$ cat src/core/panel_timing_consts.vh
`ifndef PANEL_TIMING_CONSTS_VH
`define PANEL_TIMING_CONSTS_VH

// Register indices on the plain register port
`define REG_CONTROL 5'h00
`define REG_COMPONENTS 5'h01
`define REG_CLOCK_DIVISOR 5'h02
`define REG_LINE_TOTAL 5'h03
`define REG_LINE_LEAD 5'h04
`define REG_LINE_ACTIVE 5'h05
`define REG_LINE_SYNC_WIDTH 5'h06
`define REG_LINE_SYNC_OFFSET 5'h07
`define REG_FRAME_TOTAL 5'h08
`define REG_FRAME_LEAD 5'h09
`define REG_FRAME_ACTIVE 5'h0a
`define REG_FRAME_SYNC_WIDTH 5'h0b
`define REG_FRAME_SYNC_OFFSET 5'h0c
`define REG_CLOCK_OFFSET 5'h0d
`define REG_VALID_OFFSET 5'h0e
`define REG_PIN_MAP 5'h0f
`define REG_H_POSITION 5'h10
`define REG_V_POSITION 5'h11

// Control register bits
`define CTL_ENABLE 0
`define CTL_CLOCK_INVERT 1
`define CTL_LINE_SYNC_LOW 2
`define CTL_FRAME_SYNC_LOW 3
`define CTL_VALID_LOW 4
`define CTL_LUMA_CHROMA 5
`define CTL_DATA_REVERSE 6
`define CTL_WIDTH 7

// Divisor layout: integer part above a four-bit sixteenths field
`define DIV_FRAC_MSB 3
`define DIV_INT_LSB 4
`define DIV_INT_MSB 11

// Reset values
`define RST_CONTROL 7'h00
`define RST_COMPONENTS 4'h1
`define RST_DIVISOR 12'h020
`define RST_PIN_MAP 8'he4

// Control selectors for the pin map
`define SEL_PANEL_CLOCK 2'h0
`define SEL_LINE_SYNC 2'h1
`define SEL_FRAME_SYNC 2'h2
`define SEL_VALID 2'h3

// Embedded reference code bytes, code length and blank levels
`define CODE_PREAMBLE_FF 8'hff
`define CODE_PREAMBLE_00 8'h00
`define CODE_LEN 12'h004
`define BLANK_CHROMA 8'h80
`define BLANK_LUMA 8'h10

`endif

$ cat src/core/panel_sync_timing_generator.v
// Summary of operation
// - The component count only wraps an internal counter; every active panel clock takes a new pixel.
// - Line syncs repeat every line total panel clocks, blanking included.
// - Line sync width is set in half base-clock steps.
// - Leading horizontal blank panel clocks precede each line's first active data.
// - Trailing blank equals line total minus leading blank minus active width.
// - Frame syncs repeat every frame total lines, blank lines included.
// - Frame sync width is set in half base-clock steps.
// - Leading blank lines precede the first active line of each frame.
// - Trailing blank lines equal frame total minus leading blank minus active lines.
// - Panel clock edges sit at an offset from their start, in half steps.
// - Frame sync edges sit at an offset from their start, in half steps.
// - Line sync edges sit at an offset from their start, in half steps.
// - Data valid edges sit at an offset from the data start, in half steps.
// - Panel clock period is set in sixteenths of a base clock.
// - Fractional ratio alternates floor and floor plus one periods, averaging exact.
// - Panel clock and data valid share the period counter; line and frame syncs each have their own counter.
// - Control edges are placed on a half base-clock grid.
// - Luma/chroma mode embeds start and end codes, blanking carries blank video only.
// - Panel clock may be inverted; syncs and data valid may be active low.
// - Each control waveform starts from its own local event.
// - Control outputs can be steered among the pins; data bit order can be reversed.
//
// The register offsets and the address-and-strobe port were left to the implementer.
`include "panel_timing_consts.vh"
`default_nettype none

module panel_sync_timing_generator (
  // Clock and reset
  input wire i_clock,
  input wire i_rst,
  // Register port
  input wire [4:0] i_addr,
  input wire [15:0] i_wdata,
  input wire i_wr,
  input wire i_rd,
  output reg [15:0] o_rdata,
  // Pixel source
  input wire [7:0] i_video_data,
  output reg o_data_req,
  // Panel pins, two half-cycle phases each: bit 0 first half, bit 1 second; then the video byte
  output reg [1:0] o_pin0,
  output reg [1:0] o_pin1,
  output reg [1:0] o_pin2,
  output reg [1:0] o_pin3,
  output reg [7:0] o_video_data
);

  ////////////////////////////////////////////////////////////////////////////
  // Helpers

  // Half-step window test shared by every control counter
  function in_window;
    input [16:0] pos;
    input [15:0] off;
    input [15:0] width;
    begin
      in_window = (pos >= {1'b0, off}) && (pos < ({1'b0, off} + {1'b0, width}));
    end
  endfunction

  // Reference code byte: fixed field bit, vertical, horizontal and protection bits
  function [7:0] ref_code;
    input vblank;
    input eav;
    begin
      ref_code = {1'b1, 1'b0, vblank, eav, vblank ^ eav, eav, vblank, vblank ^ eav};
    end
  endfunction

  function [1:0] pick;
    input [1:0] sel;
    input [7:0] ctrls;
    begin
      case (sel)
        `SEL_PANEL_CLOCK: pick = ctrls[1:0];
        `SEL_LINE_SYNC: pick = ctrls[3:2];
        `SEL_FRAME_SYNC: pick = ctrls[5:4];
        default: pick = ctrls[7:6];
      endcase
    end
  endfunction

  ////////////////////////////////////////////////////////////////////////////
  // Registers

  reg [`CTL_WIDTH-1:0] control;
  reg [3:0] components;
  reg [11:0] divisor;
  reg [11:0] line_total;
  reg [11:0] line_lead;
  reg [11:0] line_active;
  reg [15:0] line_sync_width;
  reg [15:0] line_sync_offset;
  reg [11:0] frame_total;
  reg [11:0] frame_lead;
  reg [11:0] frame_active;
  reg [15:0] frame_sync_width;
  reg [15:0] frame_sync_offset;
  reg [15:0] clock_offset;
  reg [15:0] valid_offset;
  reg [7:0] pin_map;

  reg [11:0] h_pos;
  reg [11:0] v_pos;

  always @(posedge i_clock or posedge i_rst) begin
    if (i_rst) begin
      control <= `RST_CONTROL;
      components <= `RST_COMPONENTS;
      divisor <= `RST_DIVISOR;
      line_total <= 12'h000;
      line_lead <= 12'h000;
      line_active <= 12'h000;
      line_sync_width <= 16'h0000;
      line_sync_offset <= 16'h0000;
      frame_total <= 12'h000;
      frame_lead <= 12'h000;
      frame_active <= 12'h000;
      frame_sync_width <= 16'h0000;
      frame_sync_offset <= 16'h0000;
      clock_offset <= 16'h0000;
      valid_offset <= 16'h0000;
      pin_map <= `RST_PIN_MAP;
    end else if (i_wr) begin
      case (i_addr)
        `REG_CONTROL: control <= i_wdata[`CTL_WIDTH-1:0];
        `REG_COMPONENTS: components <= i_wdata[3:0];
        `REG_CLOCK_DIVISOR: divisor <= i_wdata[11:0];
        `REG_LINE_TOTAL: line_total <= i_wdata[11:0];
        `REG_LINE_LEAD: line_lead <= i_wdata[11:0];
        `REG_LINE_ACTIVE: line_active <= i_wdata[11:0];
        `REG_LINE_SYNC_WIDTH: line_sync_width <= i_wdata;
        `REG_LINE_SYNC_OFFSET: line_sync_offset <= i_wdata;
        `REG_FRAME_TOTAL: frame_total <= i_wdata[11:0];
        `REG_FRAME_LEAD: frame_lead <= i_wdata[11:0];
        `REG_FRAME_ACTIVE: frame_active <= i_wdata[11:0];
        `REG_FRAME_SYNC_WIDTH: frame_sync_width <= i_wdata;
        `REG_FRAME_SYNC_OFFSET: frame_sync_offset <= i_wdata;
        `REG_CLOCK_OFFSET: clock_offset <= i_wdata;
        `REG_VALID_OFFSET: valid_offset <= i_wdata;
        `REG_PIN_MAP: pin_map <= i_wdata[7:0];
        default: ;
      endcase
    end
  end

  // Read data stands only in the cycle after the strobe; unmapped reads zero
  always @(posedge i_clock or posedge i_rst) begin
    if (i_rst) begin
      o_rdata <= 16'h0000;
    end else if (i_rd) begin
      case (i_addr)
        `REG_CONTROL: o_rdata <= {{(16-`CTL_WIDTH){1'b0}}, control};
        `REG_COMPONENTS: o_rdata <= {12'h000, components};
        `REG_CLOCK_DIVISOR: o_rdata <= {4'h0, divisor};
        `REG_LINE_TOTAL: o_rdata <= {4'h0, line_total};
        `REG_LINE_LEAD: o_rdata <= {4'h0, line_lead};
        `REG_LINE_ACTIVE: o_rdata <= {4'h0, line_active};
        `REG_LINE_SYNC_WIDTH: o_rdata <= line_sync_width;
        `REG_LINE_SYNC_OFFSET: o_rdata <= line_sync_offset;
        `REG_FRAME_TOTAL: o_rdata <= {4'h0, frame_total};
        `REG_FRAME_LEAD: o_rdata <= {4'h0, frame_lead};
        `REG_FRAME_ACTIVE: o_rdata <= {4'h0, frame_active};
        `REG_FRAME_SYNC_WIDTH: o_rdata <= frame_sync_width;
        `REG_FRAME_SYNC_OFFSET: o_rdata <= frame_sync_offset;
        `REG_CLOCK_OFFSET: o_rdata <= clock_offset;
        `REG_VALID_OFFSET: o_rdata <= valid_offset;
        `REG_PIN_MAP: o_rdata <= {8'h00, pin_map};
        `REG_H_POSITION: o_rdata <= {4'h0, h_pos};
        `REG_V_POSITION: o_rdata <= {4'h0, v_pos};
        default: o_rdata <= 16'h0000;
      endcase
    end else begin
      o_rdata <= 16'h0000;
    end
  end

  ////////////////////////////////////////////////////////////////////////////
  // Fractional panel clock divider

  wire enable = control[`CTL_ENABLE];
  wire [7:0] div_int = divisor[`DIV_INT_MSB:`DIV_INT_LSB];
  wire [3:0] div_frac = divisor[`DIV_FRAC_MSB:0];
  // Integer part zero is taken as one: a zero period would never end
  wire [7:0] div_floor = (div_int == 8'h00) ? 8'h01 : div_int;

  reg [7:0] per_count;
  reg [8:0] cur_period;
  reg [3:0] frac_acc;
  wire [4:0] acc_sum = {1'b0, frac_acc} + {1'b0, div_frac};
  wire period_end = ({1'b0, per_count} == cur_period - 9'h001);

  always @(posedge i_clock or posedge i_rst) begin
    if (i_rst) begin
      per_count <= 8'h00;
      cur_period <= 9'h001;
      frac_acc <= 4'h0;
    end else if (!enable) begin
      per_count <= 8'h00;
      cur_period <= {1'b0, div_floor};
      frac_acc <= 4'h0;
    end else if (period_end) begin
      per_count <= 8'h00;
      frac_acc <= acc_sum[3:0];
      // Carry stretches the next period by one cycle so the mean is exact
      cur_period <= {1'b0, div_floor} + {8'h00, acc_sum[4]};
    end else begin
      per_count <= per_count + 8'h01;
    end
  end

  ////////////////////////////////////////////////////////////////////////////
  // Horizontal and vertical position

  reg [3:0] comp_count;
  reg active_prev;
  reg [15:0] line_cycles;
  reg [15:0] frame_cycles;

  wire h_last = (h_pos >= line_total - 12'h001);
  wire v_last = (v_pos >= frame_total - 12'h001);
  wire h_active = (h_pos >= line_lead) && (h_pos < line_lead + line_active);
  wire v_active = (v_pos >= frame_lead) && (v_pos < frame_lead + frame_active);
  wire active_now = h_active && v_active;

  always @(posedge i_clock or posedge i_rst) begin
    if (i_rst) begin
      h_pos <= 12'h000;
      v_pos <= 12'h000;
      comp_count <= 4'h0;
      active_prev <= 1'b0;
    end else if (!enable) begin
      h_pos <= 12'h000;
      v_pos <= 12'h000;
      comp_count <= 4'h0;
      active_prev <= 1'b0;
    end else if (period_end) begin
      active_prev <= active_now;
      comp_count <= (comp_count + 4'h1 >= components) ? 4'h0 : comp_count + 4'h1;
      if (h_last) begin
        h_pos <= 12'h000;
        comp_count <= 4'h0;
        v_pos <= v_last ? 12'h000 : v_pos + 12'h001;
      end else begin
        h_pos <= h_pos + 12'h001;
      end
    end
  end

  // Local start counters in base cycles; saturate so long frames hold the sync inactive
  always @(posedge i_clock or posedge i_rst) begin
    if (i_rst) begin
      line_cycles <= 16'hffff;
      frame_cycles <= 16'hffff;
    end else if (!enable) begin
      line_cycles <= 16'hffff;
      frame_cycles <= 16'hffff;
    end else begin
      if (period_end && h_last) begin
        line_cycles <= 16'h0000;
      end else if (line_cycles != 16'hffff) begin
        line_cycles <= line_cycles + 16'h0001;
      end
      if (period_end && h_last && v_last) begin
        frame_cycles <= 16'h0000;
      end else if (frame_cycles != 16'hffff) begin
        frame_cycles <= frame_cycles + 16'h0001;
      end
    end
  end

  ////////////////////////////////////////////////////////////////////////////
  // Control waveforms on the half-step grid

  // Each counter offers two half positions per base cycle
  wire [16:0] per_half0 = {8'h00, per_count, 1'b0};
  wire [16:0] per_half1 = {8'h00, per_count, 1'b1};
  wire [16:0] line_half0 = {line_cycles, 1'b0};
  wire [16:0] line_half1 = {line_cycles, 1'b1};
  wire [16:0] frame_half0 = {frame_cycles, 1'b0};
  wire [16:0] frame_half1 = {frame_cycles, 1'b1};
  wire [15:0] half_period = {7'h00, cur_period};

  // High phase lasts half the period from the offset; offset past it clips
  wire [1:0] pclk_raw = {in_window(per_half1, clock_offset, half_period),
                         in_window(per_half0, clock_offset, half_period)};
  wire [1:0] lsync_raw = {in_window(line_half1, line_sync_offset, line_sync_width),
    in_window(line_half0, line_sync_offset, line_sync_width)};
  wire [1:0] fsync_raw = {in_window(frame_half1, frame_sync_offset, frame_sync_width),
    in_window(frame_half0, frame_sync_offset, frame_sync_width)};
  // Before the offset the strobe still belongs to the previous data word
  wire valid_h0 = (per_half0 >= {1'b0, valid_offset}) ? active_now : active_prev;
  wire valid_h1 = (per_half1 >= {1'b0, valid_offset}) ? active_now : active_prev;
  wire [1:0] valid_raw = {valid_h1, valid_h0};

  wire [1:0] pclk_pol = enable ? (pclk_raw ^ {2{control[`CTL_CLOCK_INVERT]}}) : 2'b00;
  wire [1:0] lsync_pol = (enable ? lsync_raw : 2'b00) ^ {2{control[`CTL_LINE_SYNC_LOW]}};
  wire [1:0] fsync_pol = (enable ? fsync_raw : 2'b00) ^ {2{control[`CTL_FRAME_SYNC_LOW]}};
  wire [1:0] valid_pol = (enable ? valid_raw : 2'b00) ^ {2{control[`CTL_VALID_LOW]}};
  wire [7:0] ctrl_bus = {valid_pol, fsync_pol, lsync_pol, pclk_pol};

  always @(posedge i_clock or posedge i_rst) begin
    if (i_rst) begin
      o_pin0 <= 2'b00;
      o_pin1 <= 2'b00;
      o_pin2 <= 2'b00;
      o_pin3 <= 2'b00;
    end else begin
      // Both halves registered together so a pad cell can serialise them
      o_pin0 <= pick(pin_map[1:0], ctrl_bus);
      o_pin1 <= pick(pin_map[3:2], ctrl_bus);
      o_pin2 <= pick(pin_map[5:4], ctrl_bus);
      o_pin3 <= pick(pin_map[7:6], ctrl_bus);
    end
  end

  ////////////////////////////////////////////////////////////////////////////
  // Data path

  wire period_start = enable && (per_count == 8'h00);
  wire [11:0] line_end = line_lead + line_active;
  wire in_sav = (h_pos + `CODE_LEN >= line_lead) && (h_pos < line_lead);
  wire in_eav = (h_pos >= line_end) && (h_pos < line_end + `CODE_LEN);
  wire [1:0] sav_index = h_pos[1:0] - line_lead[1:0];
  wire [1:0] eav_index = h_pos[1:0] - line_end[1:0];
  wire [1:0] code_index = in_sav ? sav_index : eav_index;
  wire [7:0] in_data_mapped;
  reg [7:0] next_video;

  genvar bit_i;
  generate
    for (bit_i = 0; bit_i < 8; bit_i = bit_i + 1) begin : g_reverse
      assign in_data_mapped[bit_i] = control[`CTL_DATA_REVERSE] ?
                                     i_video_data[7-bit_i] : i_video_data[bit_i];
    end
  endgenerate

  always @* begin
    next_video = 8'h00;
    if (control[`CTL_LUMA_CHROMA]) begin
      if ((in_sav && (h_pos < line_lead)) || in_eav) begin
        case (code_index)
          2'h0: next_video = `CODE_PREAMBLE_FF;
          2'h1: next_video = `CODE_PREAMBLE_00;
          2'h2: next_video = `CODE_PREAMBLE_00;
          default: next_video = ref_code(!v_active, in_eav);
        endcase
      end else if (active_now) begin
        next_video = in_data_mapped;
      end else begin
        // Blank video only; nothing else may ride in the blanking
        next_video = h_pos[0] ? `BLANK_LUMA : `BLANK_CHROMA;
      end
    end else if (active_now) begin
      next_video = in_data_mapped;
    end
  end

  always @(posedge i_clock or posedge i_rst) begin
    if (i_rst) begin
      o_video_data <= 8'h00;
      o_data_req <= 1'b0;
    end else begin
      o_data_req <= period_start && active_now;
      if (!enable) begin
        o_video_data <= 8'h00;
      end else if (period_start) begin
        o_video_data <= next_video;
      end
    end
  end

endmodule // panel_sync_timing_generator

`default_nettype wire

$ cat config.mk
export PLATFORM = sky130hd
export DESIGN_NAME = panel_sync_timing_generator
export DESIGN_NICKNAME = d
export VERILOG_FILES = /design/src/core/panel_sync_timing_generator.v
export VERILOG_INCLUDE_DIRS = /design/src /design/src/core
export SDC_FILE = /design/constraint.sdc
export NUM_CORES = 1
export LEC_CHECK = 0
export CORE_ASPECT_RATIO = 1.75
export CORE_MARGIN = 3
export CORE_UTILIZATION = 48
export DETAILED_ROUTE_END_ITERATION = 8
export DONT_BUFFER_PORTS = 1
export PLACE_DENSITY = 0.74
export SLEW_MARGIN = 10
export SYNTH_ARGS = -nofsm -noshare
export SYNTH_HDL_FRONTEND = slang
export SYNTH_SLANG_ARGS = --single-unit
$ cat constraint.sdc
create_clock -name i_clock -period 8.2 [get_ports i_clock]
set_input_delay 0.41 -clock i_clock [delete_from_list [all_inputs] [get_ports i_clock]]
set_output_delay 0.41 -clock i_clock [all_outputs]
set_load 0.03 [all_outputs]
; After elaboration in Yosys (flattened, before gate mapping)
; Index checks and enable logic that the tools add are counted.
[totals]
reg_bits = 310
in_bits = 33
output_inout_bits = 33
wordCells = 209
[op_classes]
n_addsub = 19
magnitude_cmp = 24
n_eq_ne = 35
mux = 51
n_bitwise = 5
n_reduce_logical = 44
[op_table]
columns = op, count
row1 = $pmux 16 s18, 1
row2 = $mux 16, 7
row3 = $mux 12, 7
row4 = $mux 8, 10
row5 = $ge 12x12->1, 6
row6 = $ge 17x16->1, 4
row7 = $lt 17x17->1, 4
row8 = $ge 9x16->1, 4
row9 = $lt 12x12->1, 4
row10 = $eq 5x4->1 const B, 8
row11 = $add 16x16->17, 2
row12 = $lt 9x17->1, 2
row13 = $reduce_and 2->1, 17
row14 = $add 16x1->16 const B, 2
row15 = $ne 16x16->1 const B, 2
row16 = $add 12x1->12 const B, 2
row17 = $add 12x12->12, 2
row18 = $add 12x3->12 const B, 2
row19 = $pmux 2 s3, 4
row20 = $sub 12x1->12 const B, 2
row21 = $eq 5x3->1 const B, 4
row22 = $mux 9, 2
row23 = $add 16x9->17, 1
row24 = $logic_and 1x1->1, 16
row25 = other kinds (25), 63

; Logic depth before layout (Yosys ltp)
[logic_depth]
depth_word = 11
depth_mapped = 21

; Worst setup path before layout
; No wires, ideal clock.
[synth_timing]
path_type = reg2reg
start = reg h_pos[4]
end = reg o_video_data[3]
setup_ns = 0.077
arrival_time_ns = 4.213
required_time_ns = 8.123
path_slack_ns = 3.910
stages_incl_launch_ff = 22
period_less_slack_ns = 4.290
path_cell_list = dfrtp_1 clkbuf_1 nand3_1 nor2_1 and3_1 nand3_1 xnor2_1 ha_1 nand2_1 nor2_1 o211ai_1 a21oi_1 mux2_2 ha_1 xor2_1 xor2_1 ha_1 inv_1 a2111o_1 o21a_1 a41o_1 o21ai_1
[synth_between]
elab_chain_len = 11
elab_cells_between_ends = 26
cone_classes = add/sub (1) / order compare (6) / eq/ne (2) / mux (8) / bitwise (1) / reduce/logical (8)
[synth_lines]
columns = item, line
row1 = start: declaration, panel_sync_timing_generator.v:104  ; reg [11:0] h_pos;
row2 = start signal: assignment, panel_sync_timing_generator.v:246  ; h_pos <= h_pos + 12'h001;
row3 = $add 12x3->12 (no line), --
row4 = $ge 12x12->1, panel_sync_timing_generator.v:323  ; wire in_sav = (h_pos + `CODE_LEN >= line_lead) && (h_pos < line_lead);
row5 = $logic_and 1x1->1, panel_sync_timing_generator.v:323
row6 = $mux 2, panel_sync_timing_generator.v:327  ; wire [1:0] code_index = in_sav ? sav_index : eav_index;
row7 = $eq 2x2->1 or $eq 2x1->1 (tied branches), --
row8 = $reduce_or 2->1 (no line), --
row9 = $pmux 8 s2, panel_sync_timing_generator.v:343  ; case (code_index)
row10 = $mux 8, panel_sync_timing_generator.v:342  ; if ((in_sav && (h_pos < line_lead)) || in_eav) begin
row11 = $mux 8 *, panel_sync_timing_generator.v:341  ; if (control[`CTL_LUMA_CHROMA]) begin
row12 = $mux 8 *, panel_sync_timing_generator.v:368  ; end else if (period_start) begin
row13 = $mux 8 *, panel_sync_timing_generator.v:366  ; if (!enable) begin
row14 = end signal: assignment, panel_sync_timing_generator.v:369  ; o_video_data <= next_video;
row15 = end: declaration, panel_sync_timing_generator.v:46  ; output reg [7:0] o_video_data
; Mark *: on every way between the ends. The rest lies on a longest branch, timed or not. The select of a mux whose other input is x is not followed.
; A chain may end at the register's enable or synchronous reset.

; Worst setup path after layout
[layout_timing]
start = reg line_lead[0]
end = reg o_pin1[1]
[layout_between]
elab_chain_len = 8
elab_cells_between_ends = 9
cone_classes = add/sub (1) / order compare (2) / mux (3) / bitwise (1) / reduce/logical (2)
[layout_lines]
columns = item, line
row1 = start: declaration, panel_sync_timing_generator.v:91  ; reg [11:0] line_lead;
row2 = start signal: assignment, panel_sync_timing_generator.v:131  ; `REG_LINE_LEAD: line_lead <= i_wdata[11:0];
row3 = $add 12x12->12, panel_sync_timing_generator.v:223  ; wire h_active = (h_pos >= line_lead) && (h_pos < line_lead + line_active);
row4 = $lt 12x12->1, panel_sync_timing_generator.v:223
row5 = $logic_and 1x1->1 *, panel_sync_timing_generator.v:223
row6 = $logic_and 1x1->1 *, panel_sync_timing_generator.v:225  ; wire active_now = h_active && v_active;
row7 = $mux 1 *, panel_sync_timing_generator.v:294  ; wire valid_h1 = (per_half1 >= {1'b0, valid_offset}) ? active_now : active_prev;
row8 = $mux 2 *, panel_sync_timing_generator.v:300  ; wire [1:0] valid_pol = (enable ? valid_raw : 2'b00) ^ {2{control[`CTL_VALID_LOW]}};
row9 = $xor 2x2->2 *, panel_sync_timing_generator.v:300
row10 = $pmux 2 s3 *, panel_sync_timing_generator.v:75  ; case (sel)
row11 = end signal: assignment, panel_sync_timing_generator.v:312  ; o_pin1 <= pick(pin_map[3:2], ctrl_bus);
row12 = end: declaration, panel_sync_timing_generator.v:43  ; output reg [1:0] o_pin1,
; Mark *: on every way between the ends. The rest lies on a longest branch, timed or not.

==> results.json <==
{
  "status": "finished, final reports clean",
  "drv_slew": 0,
  "overflow": 0,
  "die_w_um": 169,
  "cpMostUsedCell": "a21oi_1",
  "ys.flop_type": "dfrtp_1",
  "crit_family": "compound AO/OA/AOI/OAI gates",
  "synth_area_leader_cell": "dfrtp_1",
  "power_w": 0.00659,
  "drv_cap": 0,
  "drt_wl_total_um": 75600,
  "min_period_over_period_pct": 64.2,
  "ios": 66,
  "synthMuxAreaShare_pct": 11.9,
  "worst_pin_slew_ns": 1.27,
  "netlist_area_um2": 22400,
  "syn-num-nets": 2555,
  "start_kind": "register",
  "cp.buffers_inverters": 1,
  "place.gp.congestion": 1.00,
  "cts_root_buffer": "clkbuf_16",
  "fp.coreArea_um2": 46100,
  "grt.total_usage_pct": 30.4,
  "clock_sinks": 310,
  "ys_ff_latch": 310,
  "clock_latency_ns": 0.61,
  "final_util_pct": 52.6,
  "initial_utilization_pct": 48.5,
  "crit_chain": "ha_1, inv_1, fa_1, nor2b_1, o21ai_0, a21oi_1, o21ai_0, a21oi_1, nor4_1, nor3_1, ha_1, a31o_2, a21oi_1, o221ai_1, o41ai_1, nand2_1, xnor2_1, mux4_2",
  "fmax_mhz": 190,
  "areaGrowthSynthToFinish_pct": 8.45,
  "grt_pass1_wl_um": 115000,
  "synth.distinct_cells": 77,
  "dieArea_um2": 49300,
  "slowest_delay_ns": 0.51,
  "leakage_nw": 11.0,
  "drive_above_1_share_pct": 15.8,
  "ys_seq_area_share_pct": 34.9,
  "avgSynthCellArea_um2": 9.93,
  "synth_cells": 2250,
  "synth_area_leaders": "dfrtp_1 30%, ha_1 15%, mux2_2 11%",
  "nNetsFinal": 2554,
  "worstHoldPathType": "primary input to register",
  "instances_no_fill": 2862,
  "drt-wirelength-per-cell_um": 26.4,
  "cp.arrival_ns": 5.74,
  "synth_top_area_share_pct": 30.3,
  "post-route-drc-count": 0,
  "first_global_vias": 18900,
  "initialDrtViolationCount": 1782,
  "yosys.area_share.simple_pct": 12.2,
  "async_flop_share_pct": 100,
  "dp_cells": 2782,
  "setup_viol": 0,
  "relSlewSlack_pct": 14.5,
  "crit_required_ns": 8.67,
  "cts_buffers": 31,
  "antenna_found_initial": 2,
  "path_clk_slew_ns": 0.07,
  "io_buffers": 0,
  "cts_tree": "done",
  "power.density_nw_per_um2": 272,
  "std_cell_rows": 104,
  "drt-pass1-iter-count": 6,
  "synth-xor-area-share_pct": 5.76,
  "dieHeight_um": 291,
  "post-cts-setup-buffers": 0,
  "htreeDepth": 1,
  "grt_setup_unrepaired": "no",
  "fill_cells": 4140,
  "worst-setup-path-type": "register to register",
  "synth-compound-area-share_pct": 16.0,
  "ir_worst_vdd_mv": 0.173,
  "crit_fanout": 5,
  "vias_per_cell": 6.54,
  "cts_buffer_depth": 3,
  "finalCriticalPeriod_ns": 5.27,
  "synth_edf_count": 0,
  "fin_setup_tns_ns": 0,
  "slowest_stage": "o41ai_1",
  "vias": 18700,
  "antenna_left": 0,
  "timing.final.hold_violations": 0,
  "fin_skew_ns": 0.0244,
  "hpwl_um": 57400,
  "synth_top_family_by_area": "compound AO/OA/AOI/OAI gates",
  "grt_max_degree": 76,
  "end_kind": "register",
  "synth_fa_ha_area_share_pct": 15.4,
  "ys_warn_count": 0
}
## area by class of cell
class / count / area, um2 / area share [%]
Clock buffer: 45 / 908 / 3.75
Sequential cell: 310 / 7810 / 32.2
Tap cell: 583 / 729 / 3.01
Timing Repair Buffer: 41 / 350 / 1.45
Inverter: 145 / 548 / 2.26
Clock inverter: 13 / 166 / 0.686
Multi-Input combinational cell: 1720 / 13700 / 56.6
Antenna cell: 5 / 12.5 / 0.0516
## synth_stat cells, types with 6 or more instances
cell type / n
dfrtp_1: 271
ha_1: 266
mux2_2: 211
inv_1: 145
nor2_1: 133
a21oi_1: 113
nand2_1: 109
xnor2_1: 90
o21ai_0: 74
nand3_1: 68
clkbuf_1: 62
xor2_1: 57
a22oi_1: 47
nor3_1: 42
and3_1: 39
dfstp_2: 39
a21o_1: 35
a221oi_1: 32
o21ai_1: 32
a22o_1: 27
a31oi_1: 27
nand4_1: 26
nand2b_1: 23
nor2b_1: 21
o21a_1: 18
a211oi_1: 17
o211ai_1: 17
o31ai_1: 14
nor4_1: 12
o21bai_1: 12
nand3b_1: 11
or2_2: 11
and2_1: 10
mux2i_1: 10
mux4_2: 8
o2bb2ai_1: 8
or3_1: 8
a21boi_0: 7
a222oi_1: 7
buf_2: 7
a2bb2oi_1: 6
fa_1: 6
or4_1: 6
## metal layers
metal  routed length [um]  vias up  share of wire [%]  track usage, %
met1                26200     9284                 35            33.3
met2                37700      806                 50            53.0
met3                 5340      290                7.1            5.23
li1                     -     8322                  -               -
met4                 6400        2                8.5            20.7
met5                    7        -             0.0093               0
## flip-flops by register name, summed over array words and instances, names as in the netlist, 16 cells and up
signal / count
clock_offset: 16
frame_cycles: 16
frame_sync_offset: 16
frame_sync_width: 16
line_cycles: 16
line_sync_offset: 16
line_sync_width: 16
o_rdata: 16
valid_offset: 16
## stage by stage
stage / instance area, um2 / setup slack [ns] / hold WS, ns
6_report: 24200 / 2.93 / 0.148
3_3_place_gp: 23000 / 3.16 / 0.490
3_5_place_dp: 23000 / 3.03 / 0.503
4_1_cts: 24200 / 3.01 / 0.119
2_1_floorplan: 22400 / 3.69 / 0.480
5_1_grt: 24200 / 2.61 / 0.141
## worst paths after layout
| path | depth (start not counted) | from | slack (ns) | end |
|---|---|---|---|---|
| setup / recovery | 18 | line_lead[0] | 2.93 | o_pin1[1] |
| hold / removal | 3 | i_video_data[3] | 0.15 | o_video_data[3] |
| setup reg to reg | 18 | line_lead[0] | 2.93 | o_pin1[1] |
| hold reg to reg | 1 | components[3] | 0.51 | components[3] |
| max in group asynchronous | 3 | i_rst | 6.16 | per_count[6] |
| min in group asynchronous | 2 | i_rst | 0.52 | o_rdata[1] |
## worst min-delay path, stage by stage
cell      delay [ns]
mux2_2          0.12
a21boi_0        0.07
o21ai_1         0.11
## power by group
part	switching, W	internal [W]	leakage (nW)
clock	0.000650	0.000867	0.532
sequential	0.000539	0.00185	3.95
combinational	0.00146	0.00123	6.47
## logic make-up after synthesis
family / count (synthesis)
simple gates: 540
compound gates: 532
flops: 310
fa+ha+maj: 272
mux: 229
buf+inv: 220
xor+xnor: 147
## what timing repair did
| action | CTS | global route |
|---|---|---|
| gates resized for setup | 0 | 0 |
| hold endpoints to repair | 236 | 0 |
| hold buffers | 17 | 0 |
| setup endpoints to repair | 0 | 0 |
## placed cells by master, fill, tap and decap left out, types with 40 or more instances in the layout
cell / synthesis / final
mux2_2: 211 / 211
a21oi_1: 113 / 113
o21ai_0: 74 / 74
nor3_1: 42 / 40
xnor2_1: 90 / 90
ha_1: 266 / 266
nand2_1: 109 / 109
xor2_1: 57 / 57
inv_1: 145 / 144
nor2_1: 133 / 133
nand3_1: 68 / 68
dfrtp_1: 271 / 271
a22oi_1: 47 / 47
No activity file was read; power rests on OpenSTA's default activity.
